`src/hw/cpu_ops_pkg.sv`:
```
/*
 Constants, operation codes and register map shared by the clear, call and
 decrement execution block.
 Assumes a single 40 MHz core clock and an active-low asynchronous reset.
*/
package cpu_ops_pkg;

   // ----------------------------------------------------------------
   // Widths
   // ----------------------------------------------------------------
   localparam int DATA_W = 8;
   localparam int FILE_AW = 7;
   localparam int FILE_DEPTH = 128;
   localparam int PC_W = 15;
   localparam int LATCH_W = 7;
   localparam int REG_AW = 8;

   // ----------------------------------------------------------------
   // Operations on the instruction port
   // ----------------------------------------------------------------
   typedef enum logic [2:0] {
      no_op,
      clear_watchdog_op,
      call_via_accumulator_op,
      complement_file_op,
      clear_file_op,
      decrement_file_op,
      clear_accumulator_op,
      decrement_skip_zero_op
   } op_e;

   // ----------------------------------------------------------------
   // Register port map; file registers sit at 8'h00 to 8'h7f
   // ----------------------------------------------------------------
   localparam logic [REG_AW-1:0] FILE_LAST_ADDR = 8'h7f;
   localparam logic [REG_AW-1:0] ACC_ADDR = 8'h80;
   localparam logic [REG_AW-1:0] LATCH_ADDR = 8'h81;
   localparam logic [REG_AW-1:0] STATUS_ADDR = 8'h82;
   localparam logic [REG_AW-1:0] PC_LOW_ADDR = 8'h83;
   localparam logic [REG_AW-1:0] PC_HIGH_ADDR = 8'h84;

   // ----------------------------------------------------------------
   // Status field positions and reset values
   // ----------------------------------------------------------------
   localparam int ZERO_BIT = 2;
   localparam int POWERDOWN_BIT = 3;
   localparam int TIMEOUT_BIT = 4;

   localparam logic [DATA_W-1:0] ACC_RESET = 8'h00;
   localparam logic [DATA_W-1:0] FILE_RESET = 8'h00;
   localparam logic [LATCH_W-1:0] LATCH_RESET = 7'h00;
   localparam logic [PC_W-1:0] PC_RESET = 15'h0000;
   localparam logic ZERO_RESET = 1'b0;
   localparam logic TIMEOUT_RESET = 1'b1;
   localparam logic POWERDOWN_RESET = 1'b1;
   localparam logic [DATA_W-1:0] ONE = 8'h01;
   localparam logic [PC_W-1:0] PC_STEP = 15'h0001;

endpackage : cpu_ops_pkg

```
`src/hw/cpu_clear_call_decrement_ops.sv`:
```
/*
 Execution logic for clear-watchdog, call through accumulator, complement,
 clear file, clear accumulator, decrement and decrement-skip-if-zero.
 Assumes instructions arrive from program memory on the core clock, one per
 cycle while instr_ready_r is high, and that a return stack and watchdog
 counter outside take the push and clear pulses.
 The register port answers a read in the next cycle and never stalls;
 an instruction write to the same place wins over a port write.
*/
// Summary of operation
// - Clear watchdog zeroes counter and prescaler
// - Clear watchdog sets timeout and powerdown flags
// - Call via accumulator pushes PC plus one
// - PC low from accumulator, high from latch
// - Call via accumulator: two cycles, flags kept
// - Complement file to destination, zero updated
// - Clear file zeroes register, sets zero
// - Decrement file to destination, zero updated
// - Clear accumulator zeroes it, sets zero
// - Decrement skip: zero result skips, flags kept
// - Taken skip executes no-op, two cycles
`timescale 1ns/10ps
`default_nettype none

module cpu_clear_call_decrement_ops (
   input wire logic clk,
   input wire logic resetn,
   input wire logic instr_valid,
   input wire cpu_ops_pkg::op_e instr_op,
   input wire logic [cpu_ops_pkg::FILE_AW-1:0] instr_file,
   input wire logic instr_dest,
   input wire logic watchdog_timeout_evt,
   input wire logic sleep_evt,
   input wire logic [cpu_ops_pkg::REG_AW-1:0] reg_addr,
   input wire logic [cpu_ops_pkg::DATA_W-1:0] reg_wdata,
   input wire logic reg_wr,
   input wire logic reg_rd,
   output logic [cpu_ops_pkg::DATA_W-1:0] reg_rdata_r,
   output logic instr_ready_r,
   output logic [cpu_ops_pkg::PC_W-1:0] pc_r,
   output logic stack_push_r,
   output logic [cpu_ops_pkg::PC_W-1:0] stack_top_r,
   output logic watchdog_clear_r,
   output logic prescaler_clear_r,
   output logic zero_flag_r,
   output logic timeout_flag_r,
   output logic powerdown_flag_r
);

   // ----------------------------------------------------------------
   // State
   // ----------------------------------------------------------------
   typedef enum logic [1:0] {
      st_exec,
      st_call_wait,
      st_skip_nop
   } state_e;

   state_e state_r;
   state_e state_nxt;
   logic [cpu_ops_pkg::DATA_W-1:0] file_r [cpu_ops_pkg::FILE_DEPTH];
   logic [cpu_ops_pkg::DATA_W-1:0] acc_r;
   logic [cpu_ops_pkg::LATCH_W-1:0] latch_r;
   logic exec;
   logic [cpu_ops_pkg::DATA_W-1:0] operand;
   logic [cpu_ops_pkg::DATA_W-1:0] result;
   logic result_zero;
   logic alu_op;
   logic file_we;
   logic acc_we;
   logic zero_we;
   logic zero_nxt;
   logic skip;
   logic bus_file_we;
   // Decoded strobes; the call and clear-watchdog ones are shared by several registers
   logic is_call;
   logic is_clear_watchdog;
   logic acc_bus_we;
   logic latch_bus_we;
   logic status_bus_we;

   // ----------------------------------------------------------------
   // Decode and datapath
   // ----------------------------------------------------------------
   // Instructions offered during the second cycle are not taken
   assign exec = instr_valid && (state_r == st_exec);
   assign operand = file_r[instr_file];

   always_comb begin
      result = operand;
      alu_op = 1'b0;
      case (instr_op)
         cpu_ops_pkg::complement_file_op: begin
            result = ~operand;
            alu_op = 1'b1;
         end
         cpu_ops_pkg::decrement_file_op, cpu_ops_pkg::decrement_skip_zero_op: begin
            result = operand - cpu_ops_pkg::ONE;
            alu_op = 1'b1;
         end
         cpu_ops_pkg::clear_file_op: begin
            result = cpu_ops_pkg::FILE_RESET;
         end
         default: begin
            result = operand;
         end
      endcase
   end

   assign result_zero = (result == cpu_ops_pkg::FILE_RESET);
   // Destination bit: 1 back to file, 0 to accumulator
   assign file_we = exec && ((instr_op == cpu_ops_pkg::clear_file_op) || (alu_op && instr_dest));
   assign acc_we = exec && alu_op && !instr_dest;
   assign skip = exec && (instr_op == cpu_ops_pkg::decrement_skip_zero_op) && result_zero;
   assign is_call = exec && (instr_op == cpu_ops_pkg::call_via_accumulator_op);
   assign is_clear_watchdog = exec && (instr_op == cpu_ops_pkg::clear_watchdog_op);

   // Register port write decode
   assign bus_file_we = reg_wr && (reg_addr <= cpu_ops_pkg::FILE_LAST_ADDR);
   assign acc_bus_we = reg_wr && (reg_addr == cpu_ops_pkg::ACC_ADDR);
   assign latch_bus_we = reg_wr && (reg_addr == cpu_ops_pkg::LATCH_ADDR);
   assign status_bus_we = reg_wr && (reg_addr == cpu_ops_pkg::STATUS_ADDR);

   always_comb begin
      zero_we = 1'b0;
      zero_nxt = zero_flag_r;
      if (exec) begin
         case (instr_op)
            cpu_ops_pkg::complement_file_op, cpu_ops_pkg::decrement_file_op: begin
               zero_we = 1'b1;
               zero_nxt = result_zero;
            end
            cpu_ops_pkg::clear_file_op, cpu_ops_pkg::clear_accumulator_op: begin
               zero_we = 1'b1;
               zero_nxt = 1'b1;
            end
            default: begin
               zero_we = 1'b0; // Call and skip leave status alone
            end
         endcase
      end
   end

   always_comb begin
      state_nxt = state_r;
      case (state_r)
         st_exec: begin
            if (exec && instr_op == cpu_ops_pkg::call_via_accumulator_op) begin
               state_nxt = st_call_wait;
            end else if (skip) begin
               state_nxt = st_skip_nop;
            end
         end
         st_call_wait, st_skip_nop: begin
            state_nxt = st_exec;
         end
         default: begin
            state_nxt = st_exec;
         end
      endcase
   end

   // ----------------------------------------------------------------
   // Sequencer
   // ----------------------------------------------------------------
   // Ready mirrors the next state, so it is a plain flop
   always_ff @(posedge clk or negedge resetn) begin
      if (!resetn) begin
         state_r <= st_exec;
      end else begin
         state_r <= state_nxt;
      end
   end

   always_ff @(posedge clk or negedge resetn) begin
      if (!resetn) begin
         instr_ready_r <= 1'b1;
      end else begin
         instr_ready_r <= (state_nxt == st_exec);
      end
   end

   // ----------------------------------------------------------------
   // Program counter and return stack push
   // ----------------------------------------------------------------
   always_ff @(posedge clk or negedge resetn) begin
      if (!resetn) begin
         pc_r <= cpu_ops_pkg::PC_RESET;
      end else if (is_call) begin
         // Target stands through the second cycle of the call
         pc_r <= {latch_r, acc_r};
      end else if (exec || state_r == st_skip_nop) begin
         // Discarded word still advances the fetch address
         pc_r <= pc_r + cpu_ops_pkg::PC_STEP;
      end
   end

   always_ff @(posedge clk or negedge resetn) begin
      if (!resetn) begin
         stack_push_r <= 1'b0;
      end else begin
         stack_push_r <= is_call;
      end
   end

   // Return address holds after the push for the stack to copy
   always_ff @(posedge clk or negedge resetn) begin
      if (!resetn) begin
         stack_top_r <= cpu_ops_pkg::PC_RESET;
      end else if (is_call) begin
         stack_top_r <= pc_r + cpu_ops_pkg::PC_STEP;
      end
   end

   // ----------------------------------------------------------------
   // Watchdog and status flags
   // ----------------------------------------------------------------
   // Both pulses come from one decode, one flop each
   always_ff @(posedge clk or negedge resetn) begin
      if (!resetn) begin
         watchdog_clear_r <= 1'b0;
      end else begin
         watchdog_clear_r <= is_clear_watchdog;
      end
   end

   always_ff @(posedge clk or negedge resetn) begin
      if (!resetn) begin
         prescaler_clear_r <= 1'b0;
      end else begin
         prescaler_clear_r <= is_clear_watchdog;
      end
   end

   // Set by the instruction wins over an event clearing in the same cycle
   always_ff @(posedge clk or negedge resetn) begin
      if (!resetn) begin
         timeout_flag_r <= cpu_ops_pkg::TIMEOUT_RESET;
      end else if (is_clear_watchdog) begin
         timeout_flag_r <= 1'b1;
      end else if (watchdog_timeout_evt) begin
         timeout_flag_r <= 1'b0;
      end
   end

   always_ff @(posedge clk or negedge resetn) begin
      if (!resetn) begin
         powerdown_flag_r <= cpu_ops_pkg::POWERDOWN_RESET;
      end else if (is_clear_watchdog) begin
         powerdown_flag_r <= 1'b1;
      end else if (sleep_evt) begin
         powerdown_flag_r <= 1'b0;
      end
   end

   always_ff @(posedge clk or negedge resetn) begin
      if (!resetn) begin
         zero_flag_r <= cpu_ops_pkg::ZERO_RESET;
      end else if (zero_we) begin
         zero_flag_r <= zero_nxt;
      end else if (status_bus_we) begin
         zero_flag_r <= reg_wdata[cpu_ops_pkg::ZERO_BIT];
      end
   end

   // ----------------------------------------------------------------
   // Accumulator, latch and file registers
   // ----------------------------------------------------------------
   // Instruction writes take priority over the register port
   always_ff @(posedge clk or negedge resetn) begin
      if (!resetn) begin
         acc_r <= cpu_ops_pkg::ACC_RESET;
      end else if (exec && instr_op == cpu_ops_pkg::clear_accumulator_op) begin
         acc_r <= cpu_ops_pkg::ACC_RESET;
      end else if (acc_we) begin
         acc_r <= result;
      end else if (acc_bus_we) begin
         acc_r <= reg_wdata;
      end
   end

   always_ff @(posedge clk or negedge resetn) begin
      if (!resetn) begin
         latch_r <= cpu_ops_pkg::LATCH_RESET;
      end else if (latch_bus_we) begin
         latch_r <= reg_wdata[cpu_ops_pkg::LATCH_W-1:0];
      end
   end

   for (genvar i = 0; i < cpu_ops_pkg::FILE_DEPTH; i++) begin : g_file
      always_ff @(posedge clk or negedge resetn) begin
         if (!resetn) begin
            file_r[i] <= cpu_ops_pkg::FILE_RESET;
         end else if (file_we && instr_file == i[cpu_ops_pkg::FILE_AW-1:0]) begin
            file_r[i] <= result;
         end else if (bus_file_we && reg_addr[cpu_ops_pkg::FILE_AW-1:0] == i[cpu_ops_pkg::FILE_AW-1:0]) begin
            file_r[i] <= reg_wdata;
         end
      end
   end

   // ----------------------------------------------------------------
   // Register port read
   // ----------------------------------------------------------------
   // Read data valid only in the cycle after the strobe; zero otherwise
   always_ff @(posedge clk or negedge resetn) begin
      if (!resetn) begin
         reg_rdata_r <= 8'h00;
      end else if (!reg_rd) begin
         reg_rdata_r <= 8'h00;
      end else if (reg_addr <= cpu_ops_pkg::FILE_LAST_ADDR) begin
         reg_rdata_r <= file_r[reg_addr[cpu_ops_pkg::FILE_AW-1:0]];
      end else begin
         case (reg_addr)
            cpu_ops_pkg::ACC_ADDR: begin
               reg_rdata_r <= acc_r;
            end
            cpu_ops_pkg::LATCH_ADDR: begin
               reg_rdata_r <= {1'b0, latch_r};
            end
            cpu_ops_pkg::STATUS_ADDR: begin
               reg_rdata_r <= {3'h0, timeout_flag_r, powerdown_flag_r, zero_flag_r, 2'h0};
            end
            // Halves are separate reads; a running counter can tear
            cpu_ops_pkg::PC_LOW_ADDR: begin
               reg_rdata_r <= pc_r[7:0];
            end
            cpu_ops_pkg::PC_HIGH_ADDR: begin
               reg_rdata_r <= {1'b0, pc_r[14:8]};
            end
            default: begin
               reg_rdata_r <= 8'h00;
            end
         endcase
      end
   end

endmodule : cpu_clear_call_decrement_ops

`default_nettype wire

```
`config.mk`:
```
export PLATFORM = sky130hd
export DESIGN_NAME = cpu_clear_call_decrement_ops
export DESIGN_NICKNAME = d
export VERILOG_FILES = /design/src/hw/cpu_ops_pkg.sv /design/src/hw/cpu_clear_call_decrement_ops.sv
export SDC_FILE = /design/constraint.sdc
export NUM_CORES = 2
export LEC_CHECK = 0
export BUFFER_PORTS_ARGS = -buffer_cell sky130_fd_sc_hd__buf_2
export CORE_AREA = 3 3 293 367
export DETAILED_ROUTE_END_ITERATION = 7
export DIE_AREA = 0 0 296 370
export HOLD_SLACK_MARGIN = 0.05
export PLACE_DENSITY = 0.81
export SETUP_SLACK_MARGIN = 0.1
export SLEW_MARGIN = 20
export SYNTH_ARGS = -nofsm -noshare
export SYNTH_HDL_FRONTEND = slang
export SYNTH_SLANG_ARGS = --single-unit
```
`constraint.sdc`:
```
create_clock -name clk -period 4.5 [get_ports clk]
set_input_delay 0.225 -clock clk [delete_from_list [all_inputs] [get_ports clk]]
set_output_delay 0.225 -clock clk [all_outputs]
set_load 0.02 [all_outputs]
```
==> impl_metrics.env <==
export IMPL_status="finished with violations"
export IMPL_violations="design-rule violations"
export IMPL_holdWs_ps=73.1
export IMPL_drive_gt1_share_pct=20.0
export IMPL_cp_required_ps=5180
export IMPL_grt_pass1_vias=58002
export IMPL_timing_fmax_mhz=223
export IMPL_syn_inst=6350
export IMPL_synth_async_sr_flop_share_pct=100
export IMPL_period_minus_slack_ps=4490
export IMPL_synth_edf_count=0
export IMPL_setup_violations=0
export IMPL_r2r_setup_slack_ps=7
export IMPL_cts_tree="done"
export IMPL_cts_path_max_buffers=3
export IMPL_timing_final_max_slew_violations=0
export IMPL_crit_chain="mux4_2 -> mux2i_1 -> buf_4 -> a221o_1 -> a21oi_1 -> o32ai_4 -> ha_1 -> mux2_2 -> o22ai_4 -> buf_4 -> buf_4 -> mux2i_1 -> o21ai_0"
export IMPL_worstSetupEndpointType="flop"
export IMPL_power_leakage_nw=35.7
export IMPL_cap_violations=0
export IMPL_htree_levels=3
export IMPL_cp_slowest_cell="buf_4"
export IMPL_fin_ws_ps=6.50
export IMPL_globalRouteOverflowTotal=0
export IMPL_relSlewSlack_pct=16.0
export IMPL_rows=132
export IMPL_tightest_slew_ps=1250
export IMPL_drt_iter0_markers=9831
export IMPL_clk_insertion_delay_late_ps=780
export IMPL_crit_path_start_kind="flop"
export IMPL_final_common_cell="mux2i_1"
export IMPL_die_y_um=370
export IMPL_cts_sinks=1085
export IMPL_power_density_nw_per_um2=362
export IMPL_dp_hpwl_um=172000
export IMPL_syn_cell_area_sq_um=67600
export IMPL_final_cells=7832
export IMPL_post_place_cells=7597
export IMPL_initial_core_util_pct=65.1
export IMPL_hold_viol=0
export IMPL_arrival_ps=5170
export IMPL_dp_slack_ps=-609
export IMPL_final_area_sq_um=75500
export IMPL_die_w_um=296
export IMPL_cts_root_buf="clkbuf_16"
export IMPL_wl_per_cell_um=33.3
export IMPL_grt_pass1_wl_um=386000
export IMPL_yosysWarnings=0
export IMPL_numCtsBuffers=111
export IMPL_synth_top_flop_cell="dfrtp_1"
export IMPL_vias=59128
export IMPL_die_area_sq_um=110000
export IMPL_worstPathMaxFanout=81
export IMPL_clk_pin_slew_ps=70
export IMPL_dpl_instance_area_sq_um=71200
export IMPL_skew_ps=36.9
export IMPL_rsz0062_at_grt="yes"
export IMPL_port_buffers=78
export IMPL_synth_seq_cells=1085
export IMPL_antenna_found_initial=26
export IMPL_postSynthAreaPerCell_sq_um=10.7
export IMPL_ys_seq_area_share_pct=40.1
export IMPL_hp_class="primary input to flop"
export IMPL_synthDistinctLibCells=75
export IMPL_coreArea_sq_um=104000
export IMPL_grt_usage_pct=48.0
export IMPL_boundaryPins=79
export IMPL_detail_route_drc_violations=3
export IMPL_dr_pass1_iters=8
export IMPL_syn_num_nets=6386
export IMPL_grt_max_degree=130
export IMPL_syn2layout_area_growth_pct=11.7
export IMPL_vdd_drop_max_v=0.000362
export IMPL_ant_nets=0
export IMPL_layout_common_cells="mux2i_1, dfrtp_1, nand2_1"
export IMPL_path_class="flop to flop"
export IMPL_slowest_delay_ps=850
export IMPL_total_power_mw=27.3
export IMPL_place_congestion=1.08
export IMPL_nets=6424
export IMPL_cp_common_cell="buf_4"
export IMPL_drt_total_wl_um=261000
export IMPL_timing_final_crit_share_pct=99.9
export IMPL_viasPerCell=7.55
per-stage QoR:
step	utilization (%)	TNS [ps]
after global placement	68.6	-72110
after global routing	72.7	0
final	72.7	0
after floorplan	-	0
after CTS	72.5	0
after detailed placement	68.6	-101860
Yosys cell counts, types with 3 or more instances:
cell type | instances | area (sq um)
nand3b_1 | 3 | 22.5
xnor2_1 | 17 | 149
o221ai_1 | 5 | 43.8
nand2b_1 | 16 | 100
buf_4 | 32 | 240
nand3_1 | 22 | 110
mux2_2 | 17 | 191
a311oi_1 | 3 | 26.3
o21ai_1 | 4 | 20.0
buf_2 | 44 | 220
clkbuf_1 | 435 | 1630
a22o_1 | 16 | 140
nor4_1 | 7 | 43.8
o211ai_1 | 6 | 45.0
or3_1 | 10 | 62.6
dfrtp_1 | 1082 | 27100
nor2b_1 | 11 | 68.8
mux2i_1 | 1201 | 12000
a221oi_1 | 19 | 166
nand4_1 | 8 | 50.1
buf_1 | 55 | 206
a222oi_1 | 6 | 60.1
a21oi_1 | 545 | 2730
nor3b_1 | 10 | 75.1
buf_6 | 13 | 146
o21ai_0 | 578 | 2890
dfstp_2 | 3 | 78.8
nand2_1 | 759 | 2850
nor2_1 | 694 | 2610
nor3_1 | 21 | 105
o22ai_1 | 22 | 138
o31ai_1 | 3 | 22.5
and2_1 | 9 | 56.3
and3_1 | 14 | 87.6
mux4_2 | 543 | 12200
a22oi_1 | 45 | 338
o22a_1 | 3 | 26.3
o211a_1 | 6 | 60.1
a31oi_1 | 4 | 25.0
inv_1 | 9 | 33.8
o311ai_0 | 5 | 43.8
worst paths after layout:
kind	endpoint	depth (start not counted)	start
max in group asynchronous	file_r[226]$_DFFE_PN0P_	4	resetn
worst min-delay path	latch_r[2]$_DFFE_PN0P_	3	reg_wr
worst max register to register	file_r[41]$_DFFE_PN0P_	13	file_r[849]$_DFFE_PN0P_
worst max-delay path	file_r[41]$_DFFE_PN0P_	13	file_r[849]$_DFFE_PN0P_
min in group asynchronous	file_r[77]$_DFFE_PN0P_	2	resetn
worst min register to register	stack_top_r[9]$_DFFE_PN0P_	2	stack_top_r[9]$_DFFE_PN0P_
what timing repair did:
| item | CTS | global route |
|---|---|---|
| hold buffers | 14 | 1 |
| endpoints found under the setup margin | 1 | 21 |
| pin swaps | 0 | 2 |
| hold endpoints to repair | 126 | 13 |
| gates resized for setup | 1 | 9 |
| setup buffers | 0 | 1 |
area by class of cell:
class,count,area [sq um]
clock inverters,49,721
fillers,6929,28400
repair buffers,504,4410
inverters,12,45.0
diodes,13,32.5
flip-flops and latches,1085,27200
well taps,1340,1680
multi-input cells,4674,38300
clock buffers,155,3210
per-layer routing:
| layer | part of all wire [%] | wire length [um] | track usage, % | vias up |
|---|---|---|---|---|
| met5 | 0.069 | 180 | 0.0452 | - |
| met1 | 32 | 82300 | 57.4 | 28705 |
| met4 | 11 | 28000 | 37.7 | 18 |
| met2 | 42 | 110000 | 68.3 | 5337 |
| li1 | - | - | - | 23382 |
| met3 | 16 | 41000 | 20.4 | 1686 |
logic make-up after synthesis:
kind of cell	Yosys count	share of synthesized area, %
compound gates	1299	10.4
xor+xnor	19	0.246
fa+ha+maj	2	0.0370
buf+inv	591	3.68
flops	1085	40.1
mux	1761	36.1
simple gates	1593	9.32
registers in the layout, summed over array words and instances (netlist names):
| name | flops |
|---|---|
| acc_r | 8 |
| latch_r | 7 |
| timeout_flag_r | 1 |
| stack_push_r | 1 |
| prescaler_clear_r | 1 |
| file_r | 1024 |
| stack_top_r | 15 |
| zero_flag_r | 1 |
| state_r | 2 |
| pc_r | 15 |
| instr_ready_r | 1 |
| powerdown_flag_r | 1 |
| reg_rdata_r | 8 |
critical path, delay by kind of cell (launching register included):
kind | cells | cell delay, ps
muxes | 4 | 820
buffers and inverters | 3 | 1160
DFF | 1 | 410
adders and majority gates | 1 | 350
AOI/OAI and AO/OA | 5 | 1600
where the power goes:
group          switching, mW  internal (mW)  leakage (nW)
clock network           4.28           5.90          1.93
logic                   3.24           2.25          19.0
registers              0.911           10.7          14.7
No activity file was read; power rests on OpenSTA's default activity.
